===== src/asq_pkg.sv =====
/*
 conversion sequencer package: register offsets, control field positions,
 reset values and cycle counts shared by the sequencer and its helpers.
 assumes an 8-bit special function register bus with 8-bit addresses.
*/
package asq_pkg;

    // register offsets
    localparam logic [7:0] OFS_CLOCK_DIVIDER = 8'h95;
    localparam logic [7:0] OFS_CONTROL       = 8'ha2;
    localparam logic [7:0] OFS_RATE_LOW      = 8'ha3;
    localparam logic [7:0] OFS_RATE_MID      = 8'ha4;
    localparam logic [7:0] OFS_RATE_HIGH     = 8'ha5;
    localparam logic [7:0] OFS_RESULT0_LOW   = 8'ha6;
    localparam logic [7:0] OFS_RESULT0_HIGH  = 8'ha7;
    localparam logic [7:0] OFS_RESULT1_LOW   = 8'ha9;
    localparam logic [7:0] OFS_RESULT1_HIGH  = 8'haa;
    localparam logic [7:0] OFS_RESULT2_LOW   = 8'hab;
    localparam logic [7:0] OFS_RESULT2_HIGH  = 8'hac;
    localparam logic [7:0] OFS_RESULT3_LOW   = 8'had;
    localparam logic [7:0] OFS_RESULT3_HIGH  = 8'hae;
    localparam logic [7:0] OFS_INPUT_SEL     = 8'hb6;
    localparam logic [7:0] OFS_GAIN_TRIM     = 8'hbc;

    // control register bit positions
    localparam int CTL_IRQ_CLEAR   = 7;
    localparam int CTL_REFCAP      = 6;
    localparam int CTL_KEEP_ONE    = 5;
    localparam int CTL_IRQ_FLAG    = 4;
    localparam int CTL_IRQ_ENABLE  = 3;
    localparam int CTL_SINGLE_CHAN = 2;
    localparam int CTL_FREE_RUN    = 1;
    localparam int CTL_START       = 0;

    // input selection fields
    localparam int SEL_PICK_LSB   = 4;
    localparam int SEL_BANK_BIT   = 6;

    // reset values
    localparam logic [7:0] RST_CONTROL     = 8'h60;
    localparam logic [7:0] RST_DIVIDER     = 8'h00;
    localparam logic [7:0] RST_INPUT_SEL   = 8'h00;
    localparam logic [7:0] RST_RATE_BYTE   = 8'h00;
    localparam logic [7:0] RST_GAIN_TRIM   = 8'h00;

    // converter clock: one half period spans 2*(divider+1) system clocks
    localparam logic [9:0] CLK_HALF_MULT = 10'h002;
    // converter clock cycles per channel
    localparam logic [6:0] CONV_CYCLES   = 7'h6f;
    // channel code for the internal test point
    localparam logic [2:0] CHAN_TEST_POINT = 3'h7;

    typedef struct packed {
        logic [2:0]  channel;
        logic [11:0] data;
    } asq_result_t;

endpackage : asq_pkg


===== src/asq_clk_div.sv =====
/*
 converter clock divider: divides the system clock by 4*(div+1).
 assumes the divider value is stable while a conversion runs.
*/
`timescale 1ns/1ps
module asq_clk_div
    import asq_pkg::*;
(
    input  wire logic       i_clk,
    input  wire logic       i_rst_b,
    input  wire logic [7:0] i_div,
    output logic            o_conv_clk,
    output logic            o_rise
);
    logic [9:0] cnt_ff;
    logic [9:0] half_len;

    assign half_len = CLK_HALF_MULT * ({2'h0, i_div} + 10'h001);

    // divide by four times value plus one
    always_ff @(posedge i_clk)
    begin
        if (!i_rst_b)
        begin
            cnt_ff     <= 10'h000;
            o_conv_clk <= 1'b0;
            o_rise     <= 1'b0;
        end
        else if (cnt_ff + 10'h001 >= half_len)
        begin
            cnt_ff     <= 10'h000;
            o_conv_clk <= ~o_conv_clk;
            o_rise     <= ~o_conv_clk;
        end
        else
        begin
            cnt_ff <= cnt_ff + 10'h001;
            o_rise <= 1'b0;
        end
    end
endmodule : asq_clk_div


===== src/asq_rate_timer.sv =====
/*
 continuous-mode rate timer: pulses once every rate+1 system clocks.
 assumes the enable drops whenever free-running mode is left.
*/
`timescale 1ns/1ps
module asq_rate_timer
    import asq_pkg::*;
(
    input  wire logic        i_clk,
    input  wire logic        i_rst_b,
    input  wire logic        i_en,
    input  wire logic [23:0] i_rate,
    output logic             o_tick
);
    logic [23:0] cnt_ff;

    // 24-bit rate time base
    always_ff @(posedge i_clk)
    begin
        if (!i_rst_b || !i_en)
        begin
            cnt_ff <= 24'h000000;
            o_tick <= 1'b0;
        end
        else if (cnt_ff >= i_rate)
        begin
            cnt_ff <= 24'h000000;
            o_tick <= 1'b1;
        end
        else
        begin
            cnt_ff <= cnt_ff + 24'h000001;
            o_tick <= 1'b0;
        end
    end
endmodule : asq_rate_timer


===== src/asq_sequencer.sv =====
/*
 conversion sequencer: special function registers, channel sequencing,
 result storage and the conversion interrupt request.
 assumes a one-cycle write strobe and a combinationally answered read
 that is registered here; the analog core returns a 12-bit sample.
*/
// Functional notes
// one channel, lower four or upper four
// software enables input buffers before converting
// select field picks input or test point
// bit 6 picks upper or lower bank
// clear bit write clears pending interrupt
// software writes bits 6,5 as one
// flag readable, writing one raises it
// enable bit gates interrupt to processor
// software clears flag before enabling
// single mode stores into channel zero
// four mode stores per-channel results
// free-running starts timed by rate register
// start bit triggers one pass
// converter clock divides by 4(div+1)
// 111 converter clocks per channel
// software keeps converter clock in range
// 24-bit rate from three bytes
// four-channel pass rate quartered
// shared vector needs group and global enables
// software clears both flags after service
// software keeps test output powered down
// result low eight bits, high four
// start bit self-clears once pass begins
`timescale 1ns/1ps
module asq_sequencer
    import asq_pkg::*;
(
    input  wire logic        I_CORE_CLK,
    input  wire logic        I_RST_B,
    input  wire logic [7:0]  I_SFR_ADDR,
    input  wire logic [7:0]  I_SFR_WDATA,
    input  wire logic        I_SFR_WR,
    input  wire logic        I_SFR_RD,
    input  wire logic [11:0] I_SAMPLE,
    input  wire logic        I_GROUP_IRQ_EN,
    input  wire logic        I_GLOBAL_IRQ_EN,
    output logic [7:0]       O_SFR_RDATA,
    output logic [2:0]       O_MUX_CHANNEL,
    output logic [3:0]       O_BUFFER_EN,
    output logic             O_CONV_CLK,
    output logic             O_CONV_START,
    output logic             O_BUSY,
    output logic             O_IRQ_REQ
);
    typedef enum logic [1:0] {ST_IDLE, ST_LAUNCH, ST_CONVERT, ST_STORE} asq_state_t;

    logic [7:0]  divider_ff;
    logic [7:0]  input_sel_ff;
    logic [7:0]  gain_trim_ff;
    logic [23:0] rate_ff;
    logic        refcap_ff;
    logic        keep_one_ff;
    logic        irq_flag_ff;
    logic        irq_en_ff;
    logic        single_ff;
    logic        free_run_ff;
    logic        start_ff;
    asq_state_t  state_ff;
    logic [1:0]  slot_ff;
    logic [6:0]  cycles_ff;
    logic        pending_ff;
    logic [11:0] result_ff [4];
    asq_result_t done;
    logic        conv_clk;
    logic        conv_rise;
    logic        rate_tick;
    logic        wr_ctl;
    logic        pass_done;
    logic [2:0]  nxt_channel;
    logic [7:0]  ctl_view;
    logic [7:0]  nxt_rdata;

    asq_clk_div u_clk_div (
        .i_clk      (I_CORE_CLK),
        .i_rst_b    (I_RST_B),
        .i_div      (divider_ff),
        .o_conv_clk (conv_clk),
        .o_rise     (conv_rise)
    );

    asq_rate_timer u_rate (
        .i_clk   (I_CORE_CLK),
        .i_rst_b (I_RST_B),
        .i_en    (free_run_ff),
        .i_rate  (rate_ff),
        .o_tick  (rate_tick)
    );

    assign wr_ctl = I_SFR_WR && (I_SFR_ADDR == OFS_CONTROL);

    // channel for the current slot
    always_comb
    begin
        if (single_ff)
            // single channel pick
            nxt_channel = input_sel_ff[SEL_PICK_LSB +: 3];
        else
            // bank bit selects four channels
            nxt_channel = {input_sel_ff[SEL_BANK_BIT], slot_ff};
    end

    // configuration registers
    always_ff @(posedge I_CORE_CLK)
    begin
        if (!I_RST_B)
        begin
            divider_ff   <= RST_DIVIDER;
            input_sel_ff <= RST_INPUT_SEL;
            gain_trim_ff <= RST_GAIN_TRIM;
            rate_ff      <= {3{RST_RATE_BYTE}};
        end
        else if (I_SFR_WR)
        begin
            unique case (I_SFR_ADDR)
                OFS_CLOCK_DIVIDER: divider_ff   <= I_SFR_WDATA;
                OFS_INPUT_SEL:     input_sel_ff <= {1'b0, I_SFR_WDATA[6:0]};
                OFS_GAIN_TRIM:     gain_trim_ff <= {I_SFR_WDATA[7], 7'h00};
                // rate bytes low, mid, high
                OFS_RATE_LOW:      rate_ff[7:0]   <= I_SFR_WDATA;
                OFS_RATE_MID:      rate_ff[15:8]  <= I_SFR_WDATA;
                OFS_RATE_HIGH:     rate_ff[23:16] <= I_SFR_WDATA;
                default:           ;
            endcase
        end
    end

    // control mode bits
    always_ff @(posedge I_CORE_CLK)
    begin
        if (!I_RST_B)
        begin
            refcap_ff   <= RST_CONTROL[CTL_REFCAP];
            keep_one_ff <= RST_CONTROL[CTL_KEEP_ONE];
            irq_en_ff   <= RST_CONTROL[CTL_IRQ_ENABLE];
            single_ff   <= RST_CONTROL[CTL_SINGLE_CHAN];
            free_run_ff <= RST_CONTROL[CTL_FREE_RUN];
        end
        else if (wr_ctl)
        begin
            refcap_ff   <= I_SFR_WDATA[CTL_REFCAP];
            keep_one_ff <= I_SFR_WDATA[CTL_KEEP_ONE];
            irq_en_ff   <= I_SFR_WDATA[CTL_IRQ_ENABLE];
            single_ff   <= I_SFR_WDATA[CTL_SINGLE_CHAN];
            free_run_ff <= I_SFR_WDATA[CTL_FREE_RUN];
        end
    end

    // start request
    always_ff @(posedge I_CORE_CLK)
    begin
        if (!I_RST_B)
            start_ff <= 1'b0;
        else if (wr_ctl && I_SFR_WDATA[CTL_START])
            start_ff <= 1'b1;
        // start self-clears at pass launch
        else if (state_ff == ST_LAUNCH)
            start_ff <= 1'b0;
    end

    // free-running tick held until idle
    always_ff @(posedge I_CORE_CLK)
    begin
        if (!I_RST_B || !free_run_ff)
            pending_ff <= 1'b0;
        else if (rate_tick)
            pending_ff <= 1'b1;
        else if (state_ff == ST_IDLE)
            pending_ff <= 1'b0;
    end

    assign pass_done = (state_ff == ST_STORE) && (single_ff || slot_ff == 2'h3);

    // sequencing state machine
    always_ff @(posedge I_CORE_CLK)
    begin
        if (!I_RST_B)
        begin
            state_ff  <= ST_IDLE;
            slot_ff   <= 2'h0;
            cycles_ff <= 7'h00;
        end
        else
        begin
            unique case (state_ff)
                ST_IDLE:
                begin
                    slot_ff <= 2'h0;
                    // one pass per start in trigger mode
                    if ((free_run_ff && pending_ff) || (!free_run_ff && start_ff))
                        state_ff <= ST_LAUNCH;
                end
                ST_LAUNCH:
                begin
                    cycles_ff <= 7'h00;
                    state_ff  <= ST_CONVERT;
                end
                ST_CONVERT:
                begin
                    // 111 full periods after first rise
                    if (conv_rise)
                    begin
                        if (cycles_ff == CONV_CYCLES)
                            state_ff <= ST_STORE;
                        else
                            cycles_ff <= cycles_ff + 7'h01;
                    end
                end
                ST_STORE:
                begin
                    // four conversions per pass, one in single mode
                    slot_ff  <= slot_ff + 2'h1;
                    state_ff <= pass_done ? ST_IDLE : ST_LAUNCH;
                end
            endcase
        end
    end

    // single mode targets slot zero
    assign done.channel = single_ff ? 3'h0 : {1'b0, slot_ff};
    assign done.data    = I_SAMPLE;

    // per-channel result storage
    always_ff @(posedge I_CORE_CLK)
    begin
        if (!I_RST_B)
        begin
            for (int i = 0; i < 4; i++)
                result_ff[i] <= 12'h000;
        end
        else if (state_ff == ST_STORE)
            result_ff[done.channel[1:0]] <= done.data;
    end

    // flag set by pass end or software, set wins
    always_ff @(posedge I_CORE_CLK)
    begin
        if (!I_RST_B)
            irq_flag_ff <= 1'b0;
        else if (pass_done || (wr_ctl && I_SFR_WDATA[CTL_IRQ_FLAG]))
            irq_flag_ff <= 1'b1;
        // clear on write of one
        else if (wr_ctl && I_SFR_WDATA[CTL_IRQ_CLEAR])
            irq_flag_ff <= 1'b0;
    end

    assign ctl_view = {1'b0, refcap_ff, keep_one_ff, irq_flag_ff,
                       irq_en_ff, single_ff, free_run_ff, start_ff};

    // low eight bits, high four bits
    always_comb
    begin
        nxt_rdata = 8'h00;
        unique case (I_SFR_ADDR)
            OFS_CLOCK_DIVIDER: nxt_rdata = divider_ff;
            OFS_CONTROL:       nxt_rdata = ctl_view;
            OFS_RATE_LOW:      nxt_rdata = rate_ff[7:0];
            OFS_RATE_MID:      nxt_rdata = rate_ff[15:8];
            OFS_RATE_HIGH:     nxt_rdata = rate_ff[23:16];
            OFS_RESULT0_LOW:   nxt_rdata = result_ff[0][7:0];
            OFS_RESULT0_HIGH:  nxt_rdata = {4'h0, result_ff[0][11:8]};
            OFS_RESULT1_LOW:   nxt_rdata = result_ff[1][7:0];
            OFS_RESULT1_HIGH:  nxt_rdata = {4'h0, result_ff[1][11:8]};
            OFS_RESULT2_LOW:   nxt_rdata = result_ff[2][7:0];
            OFS_RESULT2_HIGH:  nxt_rdata = {4'h0, result_ff[2][11:8]};
            OFS_RESULT3_LOW:   nxt_rdata = result_ff[3][7:0];
            OFS_RESULT3_HIGH:  nxt_rdata = {4'h0, result_ff[3][11:8]};
            OFS_INPUT_SEL:     nxt_rdata = input_sel_ff;
            OFS_GAIN_TRIM:     nxt_rdata = gain_trim_ff;
            default:           nxt_rdata = 8'h00;
        endcase
    end

    // registered outputs
    always_ff @(posedge I_CORE_CLK)
    begin
        if (!I_RST_B)
        begin
            O_SFR_RDATA   <= 8'h00;
            O_MUX_CHANNEL <= 3'h0;
            O_BUFFER_EN   <= 4'h0;
            O_CONV_CLK    <= 1'b0;
            O_CONV_START  <= 1'b0;
            O_BUSY        <= 1'b0;
            O_IRQ_REQ     <= 1'b0;
        end
        else
        begin
            O_SFR_RDATA   <= I_SFR_RD ? nxt_rdata : 8'h00;
            O_MUX_CHANNEL <= nxt_channel;
            O_BUFFER_EN   <= input_sel_ff[3:0];
            O_CONV_CLK    <= conv_clk;
            O_CONV_START  <= (state_ff == ST_LAUNCH);
            O_BUSY        <= (state_ff != ST_IDLE);
            // local enable gates the request
            // group and global enables also gate
            O_IRQ_REQ     <= irq_flag_ff && irq_en_ff && I_GROUP_IRQ_EN && I_GLOBAL_IRQ_EN;
        end
    end
endmodule : asq_sequencer


===== config.mk =====
export PLATFORM = sky130hd
export DESIGN_NAME = asq_sequencer
export DESIGN_NICKNAME = d
export VERILOG_FILES = /design/src/asq_pkg.sv /design/src/asq_clk_div.sv /design/src/asq_rate_timer.sv /design/src/asq_sequencer.sv
export SDC_FILE = /design/constraint.sdc
export NUM_CORES = 1
export LEC_CHECK = 0
export ABC_AREA = 1
export BUFFER_PORTS_ARGS = -buffer_cell sky130_fd_sc_hd__buf_4
export CAP_MARGIN = 20
export CORE_ASPECT_RATIO = 0.5
export CORE_MARGIN = 3
export CORE_UTILIZATION = 43
export CTS_BUF_LIST = sky130_fd_sc_hd__clkbuf_8 sky130_fd_sc_hd__clkbuf_16
export CTS_CLUSTER_SIZE = 14
export DETAILED_ROUTE_END_ITERATION = 10
export PLACE_DENSITY = 0.67
export SLEW_MARGIN = 10
export SYNTH_ARGS = -nofsm -noshare
export SYNTH_HDL_FRONTEND = slang
export SYNTH_SLANG_ARGS = --single-unit

===== constraint.sdc =====
create_clock -name I_CORE_CLK -period 3.1 [get_ports I_CORE_CLK]
set_input_delay 0 -clock I_CORE_CLK [delete_from_list [all_inputs] [get_ports I_CORE_CLK]]
set_output_delay 0 -clock I_CORE_CLK [all_outputs]
set_load 0.01 [all_outputs]

==> summary.txt <==
Timing
  • Setup-failing EPs final: 0
  • Final Hold Slack: 0.00717 ns
  • Tcrit/Tclk final: 85.7%
  • Hold Fails Final Rpt: 0
  • F_max: 376 MHz
  • Setup WS post-layout: 0.443 ns
  • Final setup TNS: 0 ns
  • Final Max Slew Viols: 0
  • Relative slew slack: 29.7%
  • Tmin final: 2.66 ns
  • Slew @ Worst Pin: 1.05 ns
  • RSZ-0062 raised after global routing: false
  • Worst Skew: 0.0117 ns

Routing
  • 1st-iter DRT viols: 566
  • Avg WL per Cell: 14.5 µm
  • DR vias/cell: 4.98
  • Metal2 WL: 9430 µm
  • Vias: 7056
  • M1 WL: 9710 µm
  • Final antenna-violating net count: 0
  • DR pass1 iterations: 6
  • Total Wirelength: 20600 µm
  • Post-route DRC: 0
  • Highest Signal Layer: met4
  • WL met3: 1090 µm

Placement
  • RD Place Congestion: 0.864
  • Port Buf Inserts: 52
  • DP HPWL: 14900 µm
  • Area after DPL: 0.00883 mm²
  • Placement Setup Slack: 0.488 ns

Cells and area
  • # nets final: 1222
  • Reg area: 0.00374 mm²
  • Fill cells: 1754
  • Post-Layout Inst Area: 0.00968 mm²
  • # diodes: 0
  • Commonest non-fill, non-tap cells in the layout: 190 x nor2_1, 190 x nand2_1, 131 x inv_1
  • Layout cells sized above 1: 10.3%
  • Area grow syn2layout: 17.5%
  • Multi-input gate area: 0.00383 mm²

Die
  • Die footprint: 0.0209 mm²
  • Die H: 104 µm
  • Placeable Area: 0.0186 mm²
  • IO Pins: 53
  • Starting density of the core: 44.3%
  • Die W: 202 µm
  • Core Rows: 35

Power and ir drop
  • Peak VDD IR: 0.350 mV
  • Pleak: 4.10 nW
  • Final Power: 4.90 mW
  • Power Dens Cells: 506 mW/mm²

Critical path
  • CP arrival: 3.01 ns
  • Reg-to-reg startpoint: u_clk_div.cnt_ff[0]
  • Critical path startpoint: u_clk_div.cnt_ff[0]
  • CP max FO: 10
  • CP endpoint kind: register
  • CP Launch Type: register
  • CP dominant cell by count: nor2_1
  • Kind of critical path: reg -> reg
  • CP max-delay cell: dfxtp_1
  • Crit-path cells: ha_1 -> nand3_1 -> nor2_1 -> nand2_1 -> nor2_1 -> xor2_1 -> inv_1 -> ha_1 -> nand2_1 -> nor2_1 -> a211oi_1 -> nand3_1 -> nor2_1
  • Max incr delay on CP: 0.38 ns
  • WP data required: 3.45 ns

Global route
  • First-pass GRT wire length: 33500 µm
  • Vias in the first global route: 6662
  • Grt total ovfl: 0
  • Pin count of the biggest net entering global routing: 56
  • Initial antenna violation count: 0
  • GRT Total Usage: 19.8%

Logic synthesis
  • Mapped Area: 0.00823 mm²
  • Post-synth net total: 1150
  • Avg Cell Area, Syn: 7.67 µm²
  • Synth unique cells: 32
  • Sequential share of the synthesized area: 45.5%
  • Synthesized netlist cell count: 1074
  • Yosys warning count: 0
  • Register bit total from synthesis: 163

Clock network
  • Clock Path Buffers: 2
  • Clock Sink Count: 163
  • Post-CTS Setup Bufs: 0
  • CTS tree: done
  • Root Buffer Master: clkbuf_16
  • Number of buffers created by CTS: 17
  • Worst-path clk slew: 0.07 ns
  • Htree depth: 4
  • Clock Latency Late Sink: 0.43 ns

Hold path
  • Hold crit path type: in -> reg
  • Hold_sp: I_SFR_RD

Run status
  • Outcome: finished, final reports clean

Job
  • Max Cap Violations: 0
## cell type report
class	count	area share (%)
multi-input combinational	747	39.6
timing repair buffer	81	6.93
clock buffer	17	4.40
sequential	163	38.7
tap	259	3.35
clock inverter	15	1.80
inverter	136	5.27
## per-stage QoR
stage                     instances  utilization (%)
final                          1418             52.1
after global routing           1418             52.1
after CTS                      1418             52.1
after detailed placement       1361             47.5
after global placement         1361             47.5
after floorplan                1074                -
## report_power, final
group / total, mW / switching, mW / internal, mW
Sequential: 2.29 / 0.0374 / 2.25
Combinational: 0.448 / 0.296 / 0.152
Clock: 2.16 / 1.06 / 1.10
## worst max-delay path, delay by kind of cell, from the launching register on
kind / cells / cell delay, ns
simple gates: 8 / 1.19
flops: 1 / 0.38
fa+ha+maj: 2 / 0.50
xor+xnor: 1 / 0.22
buf+inv: 1 / 0.07
compound gates: 1 / 0.24
## path summary, 6_finish.rpt
kind,endpoint,depth (start not counted),slack [ns]
setup / recovery,u_clk_div.cnt_ff[6],13,0.44
hold / removal,O_SFR_RDATA[3],3,0.007
setup reg to reg,u_clk_div.cnt_ff[6],13,0.44
hold reg to reg,O_BUFFER_EN[0],2,0.45
## flip-flops by register name (all words and copies together) (netlist names), 2 cells and up
signal and count:
result_ff 48, rate_ff 24, u_rate.cnt_ff 24, u_clk_div.cnt_ff 10, O_SFR_RDATA 8, divider_ff 8, cycles_ff 7, input_sel_ff 7
O_BUFFER_EN 4, O_MUX_CHANNEL 3, slot_ff 2, state_ff 2
## Yosys cell counts, drive strengths merged
cell type / count / area share [%]
a211oi: 2 / 0.18
edfxtp: 48 / 18
nand3: 110 / 6.8
o31ai: 1 / 0.091
and2: 2 / 0.21
inv: 136 / 6.2
dfxtp: 115 / 28
o21bai: 1 / 0.091
o211ai: 2 / 0.18
a21oi: 74 / 4.5
buf: 16 / 1.4
nand4: 9 / 0.68
xor2: 21 / 2.2
nand2: 200 / 9.5
nor3: 10 / 0.61
a21o: 4 / 0.36
nor2: 201 / 9.9
xnor2: 9 / 0.96
clkbuf: 12 / 0.55
ha: 42 / 6.4
o21ai: 55 / 3.3
nand3b: 4 / 0.36
## metal layers
layer | vias to the layer above | global-route usage [%]
met3 | 32 | 3.75
li1 | 3607 | -
met1 | 3220 | 27.0
met5 | - | 0
met2 | 197 | 32.6
met4 | 0 | 5.27
## cell families (layout without fill, tap and decap cells)
family | Yosys count | after routing | synth area share (%)
adder cells (fa/ha/maj) | 42 | 42 | 6.38
buffers and inverters | 164 | 249 | 8.14
flip-flops | 163 | 163 | 45.5
AND/OR/NAND/NOR | 536 | 536 | 28.1
XOR/XNOR | 30 | 30 | 3.19
AO/OA/AOI/OAI | 139 | 139 | 8.75
## what timing repair did
item                                    4_1_cts  5_1_grt
gates resized for setup                       0        0
endpoints found under the hold margin        94        0
endpoints found under the setup margin        0        0
hold buffers                                 25        0
(Power assumes the default switching activity.)
